`src/kpil_params.svh`:
```
// Purpose: Constants for the keypad pin interrupt latch.
// Assumes: 25 MHz bus clock, synchronous active-high reset.
// Notes: Rule summary follows.
// Operation
// Five key pins, each with its own interrupt enable bit.
// One shared mask gates all five pins; enables stay per pin.
// Enabling a pin's interrupt also turns on its pullup.
// Latch request when enabled pins go low after all were high.
// Edge-only mode ignores a fall while another enabled pin is low.
// Edge-plus-level mode keeps request while any enabled pin is low.
// Level mode clears only after acknowledge and all pins high, any order.
// Vector fetch acknowledges and clears the latched request.
// Writing 1 to acknowledge clears the request like a vector fetch.
// Acknowledge leaves later edges alone; a later fall latches again.
// With mask clear, pending request goes to CPU, vector FFE4/FFE5.
// Edge mode: acknowledge clears the request at once.
// Reset clears the latch and the mode even with a pin low.
// Pending flag ignores the mask so software can poll.
// Enable forces pin to input; pin readable only with direction 0.
// Software masks, enables, acknowledges, then unmasks.
// Software delays acknowledge of level pins by load-dependent time.
// Software may drive pins high as outputs before enabling.
// Acknowledge is write-only, reads 0, cleared by reset.
// Mask set blocks the CPU interrupt; reset clears the mask.
// Reset clears every pin interrupt enable.
// Pins are synchronised; falls detected against previous all-high.
`ifndef KPIL_PARAMS_SVH
`define KPIL_PARAMS_SVH
`define KPIL_NUM_PINS 5
`define KPIL_VEC_HI 16'hFFE4
`define KPIL_VEC_LO 16'hFFE5
`define KPIL_RST_ENABLE 5'h00
`define KPIL_RST_MASK 1'h0
`define KPIL_RST_MODE 1'h0
`endif

```
`src/kpil_pkg.sv`:
```
// Purpose: Types for the keypad pin interrupt latch.
// Assumes: Nothing beyond the params header.
// Notes: Request state machine states.
package kpil_pkg;
  typedef enum logic [1:0] {
    KPIL_IDLE = 2'h1,
    KPIL_HELD = 2'h2
  } kpil_state_e;
endpackage

```
`src/kpil_pin_if.sv`:
```
// Purpose: Carries synchronised pin levels between pin stage and core.
// Assumes: Single clock domain.
// Notes: Width follows the pin count.
`timescale 1ns/1ps
interface kpil_pin_if #(parameter int N = 5);
  logic [N-1:0] level;
  logic [N-1:0] stable;
  modport src (output level, output stable);
  modport dst (input level, input stable);
endinterface

```
`src/kpil_top.sv`:
```
// Purpose: Keypad pin interrupt latch core.
// Assumes: Controls are plain ports from a register file outside.
// Notes: Pending flag and CPU request are registered.
`timescale 1ns/1ps
`include "kpil_params.svh"
module kpil_top #(
  parameter int N = `KPIL_NUM_PINS
) (
  // Clock and reset
  input wire logic clk_i,
  input wire logic srst_i,
  // Key pins
  input wire logic [N-1:0] key_pin_i,
  output logic [N-1:0] key_pullup_en_o,
  output logic [N-1:0] key_force_input_o,
  output logic [N-1:0] key_read_ok_o,
  // Port direction
  input wire logic [N-1:0] port_a_direction_bits_i,
  // Control writes
  input wire logic ctrl_we_i,
  input wire logic [N-1:0] pin_irq_enable_bits_i,
  input wire logic key_irq_mask_i,
  input wire logic key_level_sense_select_i,
  input wire logic key_irq_acknowledge_i,
  // CPU side
  input wire logic vector_fetch_i,
  output logic irq_o,
  output logic [15:0] vector_addr_hi_o,
  output logic [15:0] vector_addr_lo_o,
  // Status
  output logic key_pending_flag_o,
  output logic key_irq_acknowledge_o,
  output logic [N-1:0] pin_irq_enable_bits_o,
  output logic key_irq_mask_o,
  output logic key_level_sense_select_o
);
  kpil_pin_if #(.N(N)) pins ();

  logic [N-1:0] enable;
  logic mask;
  logic mode;
  logic [N-1:0] next_enable;
  logic next_mask;
  logic next_mode;
  kpil_pkg::kpil_state_e state;
  kpil_pkg::kpil_state_e next_state;
  logic acked;
  logic next_acked;
  logic irq;
  logic next_irq;
  logic any_low;
  logic fall;
  logic ack;

  // ---------------------------------------------------------------
  // Pin stage
  // ---------------------------------------------------------------
  kpil_pin_sync #(.N(N)) u_sync (
    .clk_i(clk_i),
    .srst_i(srst_i),
    .pin_i(key_pin_i),
    .sync(pins.src)
  );

  kpil_edge_det #(.N(N)) u_edge (
    .clk_i(clk_i),
    .srst_i(srst_i),
    .enable_i(enable),
    .sync(pins.dst),
    .any_low_o(any_low),
    .fall_o(fall)
  );

  // ---------------------------------------------------------------
  // Control bits
  // ---------------------------------------------------------------
  always_comb begin
    next_enable = enable;
    next_mask = mask;
    next_mode = mode;
    if (ctrl_we_i) begin
      next_enable = pin_irq_enable_bits_i;
      next_mask = key_irq_mask_i;
      next_mode = key_level_sense_select_i;
    end
  end

  always_ff @(posedge clk_i) begin
    if (srst_i) begin
      enable <= `KPIL_RST_ENABLE;
      mask <= `KPIL_RST_MASK;
      mode <= `KPIL_RST_MODE;
    end else begin
      enable <= next_enable;
      mask <= next_mask;
      mode <= next_mode;
    end
  end

  // Acknowledge pulse only from a write of 1 or a vector fetch
  assign ack = vector_fetch_i | (ctrl_we_i & key_irq_acknowledge_i); // see R8

  // ---------------------------------------------------------------
  // Request latch
  // ---------------------------------------------------------------
  // New fall wins over a same-cycle acknowledge so no event is lost.
  always_comb begin
    next_state = state;
    next_acked = acked;
    case (state)
      kpil_pkg::KPIL_IDLE: begin
        next_acked = 1'b0;
        if (fall) begin
          next_state = kpil_pkg::KPIL_HELD;
        end
      end
      kpil_pkg::KPIL_HELD: begin
        if (fall) begin
          next_acked = 1'b0;
        end else if (!mode) begin
          if (ack) begin
            next_state = kpil_pkg::KPIL_IDLE;
          end
        end else begin
          // Level mode needs ack and all-high, in any order
          if (ack || acked) begin
            if (!any_low) begin
              next_state = kpil_pkg::KPIL_IDLE;
              next_acked = 1'b0;
            end else begin
              next_acked = 1'b1;
            end
          end
        end
      end
      default: begin
        next_state = kpil_pkg::KPIL_IDLE;
        next_acked = 1'b0;
      end
    endcase
    // Mode cleared while only waiting on level: edge rules apply
    next_irq = (next_state == kpil_pkg::KPIL_HELD) & ~next_mask; // see R11
  end

  always_ff @(posedge clk_i) begin
    if (srst_i) begin
      state <= kpil_pkg::KPIL_IDLE;
      acked <= 1'b0;
      irq <= 1'b0;
    end else begin
      state <= next_state;
      acked <= next_acked;
      irq <= next_irq;
    end
  end

  // ---------------------------------------------------------------
  // Outputs
  // ---------------------------------------------------------------
  assign irq_o = irq;
  assign vector_addr_hi_o = `KPIL_VEC_HI;
  assign vector_addr_lo_o = `KPIL_VEC_LO;
  assign key_pending_flag_o = (state == kpil_pkg::KPIL_HELD);
  assign key_irq_acknowledge_o = 1'b0;
  assign pin_irq_enable_bits_o = enable;
  assign key_irq_mask_o = mask;
  assign key_level_sense_select_o = mode;
  assign key_pullup_en_o = enable;
  assign key_force_input_o = enable;
  assign key_read_ok_o = ~port_a_direction_bits_i;
endmodule

```
`src/kpil_pin_sync.sv`:
```
// Purpose: Three-flop synchroniser for the key pins.
// Assumes: Pins are asynchronous to clk_i.
// Notes: A change counts once stages two and three agree.
`timescale 1ns/1ps
module kpil_pin_sync #(
  parameter int N = 5
) (
  // Clock and reset
  input wire logic clk_i,
  input wire logic srst_i,
  // Raw pins
  input wire logic [N-1:0] pin_i,
  // Synchronised result
  kpil_pin_if.src sync
);
  logic [N-1:0] s1, s2, s3, lvl;
  logic [N-1:0] next_s1, next_s2, next_s3, next_lvl;

  always_comb begin
    next_s1 = pin_i;
    next_s2 = s1;
    next_s3 = s2;
    // Only update where the two late stages agree
    next_lvl = (s2 & s3) | (lvl & (s2 | s3));
  end

  // Pullups idle high, so reset to all-high
  always_ff @(posedge clk_i) begin
    if (srst_i) begin
      s1 <= {N{1'b1}};
      s2 <= {N{1'b1}};
      s3 <= {N{1'b1}};
      lvl <= {N{1'b1}};
    end else begin
      s1 <= next_s1;
      s2 <= next_s2;
      s3 <= next_s3;
      lvl <= next_lvl;
    end
  end

  assign sync.level = lvl;
  assign sync.stable = ~(s2 ^ s3);
endmodule

```
`src/kpil_edge_det.sv`:
```
// Purpose: Detects the all-high to some-low event over enabled pins.
// Assumes: Levels already synchronised.
// Notes: Disabled pins read as high so they never block or trigger.
`timescale 1ns/1ps
module kpil_edge_det #(
  parameter int N = 5
) (
  // Clock and reset
  input wire logic clk_i,
  input wire logic srst_i,
  // Inputs
  input wire logic [N-1:0] enable_i,
  kpil_pin_if.dst sync,
  // Outputs
  output logic any_low_o,
  output logic fall_o
);
  logic prev_all_high;
  logic next_prev_all_high;

  function automatic logic any_low_f(input logic [N-1:0] lv, input logic [N-1:0] en);
    any_low_f = |(~lv & en);
  endfunction

  assign any_low_o = any_low_f(sync.level, enable_i);

  always_comb begin
    next_prev_all_high = ~any_low_o;
  end

  always_ff @(posedge clk_i) begin
    if (srst_i) begin
      prev_all_high <= 1'b1;
    end else begin
      prev_all_high <= next_prev_all_high;
    end
  end

  // A fall only counts after every enabled pin was high  see R4 see R5
  assign fall_o = prev_all_high & any_low_o;
endmodule

```
`config.mk`:
```
export PLATFORM = sky130hd
export DESIGN_NAME = kpil_top
export DESIGN_NICKNAME = d
export VERILOG_FILES = /design/src/kpil_pkg.sv /design/src/kpil_pin_if.sv /design/src/kpil_top.sv /design/src/kpil_pin_sync.sv /design/src/kpil_edge_det.sv
export VERILOG_INCLUDE_DIRS = /design/src /design/src/src
export SDC_FILE = /design/constraint.sdc
export NUM_CORES = 1
export LEC_CHECK = 0
export BUFFER_PORTS_ARGS = -buffer_cell sky130_fd_sc_hd__buf_4
export CAP_MARGIN = 25
export CORE_UTILIZATION = 41
export DETAILED_ROUTE_END_ITERATION = 7
export HOLD_SLACK_MARGIN = 0.05
export MAX_ROUTING_LAYER = met4
export PLACE_DENSITY = 0.86
export SLEW_MARGIN = 10
export SYNTH_ARGS = -nofsm -noshare
export SYNTH_HDL_FRONTEND = slang
export SYNTH_SLANG_ARGS = --single-unit
```
`constraint.sdc`:
```
create_clock -name clk_i -period 1.56 [get_ports clk_i]
set_input_delay 0.156 -clock clk_i [delete_from_list [all_inputs] [get_ports clk_i]]
set_output_delay 0.156 -clock clk_i [all_outputs]
set_load 0.01 [all_outputs]
```
# == Word level (Yosys, flattened, before mapping) ==
# Cells that the tools add are included.
# totals
register_bits,32
elab_cells,41
out_inout_bits,57
inputBits,22
# op_classes
n_reduce_logical,4
n_eq_ne,3
muxes,9
n_bitwise,14
# op_table
op,n
5-bit bitwise AND,3
2-bit two-way mux,6
5-bit inverter,2
5-bit bitwise OR,2
5-bit OR reduction,1
"2-bit equality test, second input constant",2
2-bit case mux with 2 select lines,1
1-bit bitwise AND,3
1-bit inverter,3
3-bit OR reduction,1
"2-bit by 1-bit equality test with 1-bit output, second input constant",1
1-bit two-way mux,2
2-bit AND reduction,1
1-bit logical OR,1
1-bit bitwise OR,1

# == Depth between registers and ports, before layout ==
# depth
word_depth,10
depth_mapped,6
ltp_nobuf,6

# == Hierarchy ==
# From an unflattened synthesis, not the netlist that was laid out.
# hier_totals
hier_cells,188
area_unflattened_um2,1691.6
# modules_own_cells
module,area_each_um2,cells_each,instances
kpil_top,855.8,100,1
kpil_pin_sync,760.7,77,1
kpil_edge_det,75.1,11,1

# == Worst setup path before layout ==
# No wires, ideal clock.
# synth_timing
kind,flip-flop to flip-flop
start,reg state[0]
end,reg irq (netlist: irq_o)
required_ns,1.503
setup_ns,0.057
slack_ns,-0.050
path_stages_with_launch,6
period_less_slack_ns,1.610
n_path_buf,0
t_arrival_ns,1.553
cell_sequence,dfxtp_1 -> inv_1 -> ha_1 -> or4b_1 -> a311oi_2 -> o32a_2
# synth_via
elab_chain_len,7
elab_cells_between_ends,11
# synth_rtl
element,line_no,text
"start, declared",kpil_top.sv:45,kpil_pkg::kpil_state_e state;
"start signal, assigned",kpil_top.sv:147,state <= kpil_pkg::KPIL_IDLE;
"start signal, assigned",kpil_top.sv:151,state <= next_state;
2-bit two-way mux,kpil_top.sv:127,if (!any_low) begin
2-bit two-way mux,kpil_top.sv:126,if (ack || acked) begin
2-bit two-way mux,kpil_top.sv:120,end else if (!mode) begin
2-bit two-way mux,kpil_top.sv:118,if (fall) begin
2-bit case mux with 2 select lines *,kpil_top.sv:110,case (state)
2-bit equality test *,kpil_top.sv:142,next_irq = (next_state == kpil_pkg::KPIL_HELD) & ~next_mask;
1-bit bitwise AND *,kpil_top.sv:142,
"end signal, assigned",kpil_top.sv:153,irq <= next_irq;
"end, declared",kpil_top.sv:49,logic irq;
# Every way passes the cells marked *; elsewhere a longest branch is shown, timed or not.
# A chain may end at the register's enable or synchronous reset.

# == Worst setup path in the final report ==
# layout_timing
start,reg state[1]
end,reg irq (netlist: irq_o)
# Same word-level chain as after synthesis.

==> metrics.csv <==
metric;value;unit
status;complete, no violations;
cts_buffers;5;
worstSkewPairLatency;0.28;ns
grt_max_degree;19;
synth_seq_cells;32;
postLayoutCoreUtil;0.5404;
fin_ws;0.01350;ns
syn_area;1584;sq um
totalPowerFinal;1.913;mW
number_of_buffers_added_on_ports;45;
dr.first_iter.drc_count;39;
synthDistinctLibCells;34;
fp.dieArea;4116;sq um
antenna-diode-count;0;
route.antenna.remaining_nets;0;
power_switching;442.3;uW
pwr-share-seq;0.453;
hpwlAfterDp;2003;um
synth.yosys.warnings;0;
die_width;64.16;um
synth_edf_count;0;
detail_route.wirelength;2694;um
irDropWorstVdd;0.0005019;V
first_global_vias;942;
p_per_area;959.5;nW/um^2
vias;1179;
post_synth_main_area_contributors;dfxtp_1, buf_4, or2_2;
area_of_the_core;3689;sq um
detailed_place.area;1810;sq um
cp-startpoint;state[1];
rsz_0062_raised_after_global_routing;true;
crit_family;simple AND/OR/NAND/NOR gates;
antenna_found_initial;0;
cts.clk_slew.worst_paths;0.06;ns
grt_util_all_layers;0.1435;
timing_max_transition_violations_final;0;
initial_util;0.4294;
top_level_ports;79;
detail_route.vias_per_cell;4.383;
power.share.clock;0.398;
firstDrtPassIters;4;
drcViolationCount;0;
floorplan.rows;22;
synthTopCellsByCount;buf_4, dfxtp_1, nor2_1;
min-delay-start;pin_irq_enable_bits_i[4];
crit_path_cell_trace;ha_4 -> or4b_4 -> a311oi_2 -> o32a_2;
timing.max_cap.violations;0;
drive_above_1_share;0.3891;
crit_slowest_cell;or4b_4;
overflow;0;
syn_to_final_growth;25.83;%
critPathMaxStageDelay;0.51;ns
hold_path_class;in2reg;
finish.net_count;244;
p_leak;0.9825;nW
synth_most_common_cell;buf_4;
synth_seq_area_share;0.4044;
critical_path_required;1.79;ns
preCtsSetupSlack;-0.1345;ns
period_needed;1.546;ns
hold_viol;0;
final_design_area_no_fill;1993;sq um
finalHoldWorstSlack;0.1126;ns
gp_congestion;0.9229;
cts_sinks;32;
synth_top_area_share;0.4044;
ys_async_sr_fraction;0;
p_comb_frac;0.149;
critPathBufInv;0;
dpl.cell_count;256;
critical_path_peak_fanout;4;
die-height;64.16;um
fin_worst_skew;0.003311;ns
timing.setup.critical_path_class;reg2reg;
yosys.area.top_type;dfxtp_1;
cts_tree;yes;
grt_first_pass_wirelength;4264;um
syn-mean-instance-area;9.156;sq um
finalNonFillerCells;269;
syn_inst;173;
synth_ff_type;dfxtp_1;
swShare;0.2313;
clock.fmax;646.6;MHz
rr_startpoint;state[1];
setup_viol;0;
timing.critical_path.from_type;flip-flop;
wl_per_cell;10.01;um
crit_path_end_kind;flip-flop;
clock_tree.htree_level_count;2;
layout_worst_path_cycle_share;0.9913;
fin_setup_tns;0;ns
worst-endpoint-arrival;1.78;ns
root_buffer;clkbuf_8;
power.internal;1.470;mW
clock_tree.buffer_depth;2;
[worst reg2reg max path, cell delays in order, from the launching register on]
cell      delay (ns)
dfxtp_2         0.35
ha_4            0.26
or4b_4          0.51
a311oi_2        0.22
o32a_2          0.17
[path summary, 6_finish.rpt]
kind                            slack, ns                    to  cells past startpoint
worst max-delay path                 0.01                 irq_o                      4
worst min-delay path                 0.11  key_force_input_o[4]                      3
worst max register to register       0.01                 irq_o                      4
worst min register to register       0.41     u_sync.next_s3[0]                      1
[per-layer routing]
layer | up-vias | share of wire | GRT usage
met5 | - | 0 | -
met4 | 0 | 0.027 | 0.07500
met3 | 8 | 0.083 | 0.06071
met2 | 54 | 0.47 | 0.2287
met1 | 529 | 0.42 | 0.1512
li1 | 588 | - | -
[cell families (layout without fill, tap and decap cells)]
kind of cell | Yosys count | in the layout | synth area share
DFF | 32 | 32 | 0.4044
AOI/OAI and AO/OA | 27 | 27 | 0.1335
muxes | 7 | 7 | 0.04739
and+or+nand+nor | 46 | 46 | 0.1524
adders and majority gates | 2 | 2 | 0.01580
buffers and inverters | 57 | 74 | 0.2417
other | 2 | 33 | 0.004741
[repair_timing]
action / 4_1_cts / 5_1_grt
setup endpoints to repair: 1 / 1
hold endpoints to repair: 4 / 1
hold buffers: 4 / 1
buffers inserted: 0 / 0
gates resized for setup: 4 / 4
cloned: 0 / 0
[layout make-up]
cell class	count	area, sq um
well taps	48	60.06
clock inverters	2	35.03
clock buffers	6	72.57
inverters	10	37.54
multi-input cells	115	711.9
fillers	363	1695
repair buffers	56	432.9
flip-flops and latches	32	643.1
[flip-flops by register name (all words and copies together) (netlist names), 2 cells and up]
name	flops
u_sync.next_s3	5
u_sync.s3	5
key_force_input_o	5
u_sync.next_s2	5
state	2
u_sync.sync.level	5
[power groups by stage]
stage               Combinational (mW)  Sequential [mW]  Clock [mW]
global placement                 0.256            0.883           0
floorplan                        0.219            0.888           0
finish                           0.285            0.867       0.761
CTS                              0.273            0.867       0.788
detailed placement               0.262            0.884           0
global route                     0.309            0.871       0.847
[cell usage in the layout, fill, tap and decap left out, drive strengths merged, types with 2 or more instances in the layout]
master	count
buf	51
or2	16
conb	33
a21o	2
nor2b	4
ha	2
nor2	19
nand2b	2
dfxtp	32
dlygate4sd3	5
mux2i	6
inv	10
clkbuf	6
nand3	2
o21bai	5
a21oi	6
Power figures use the tool's default switching activity.
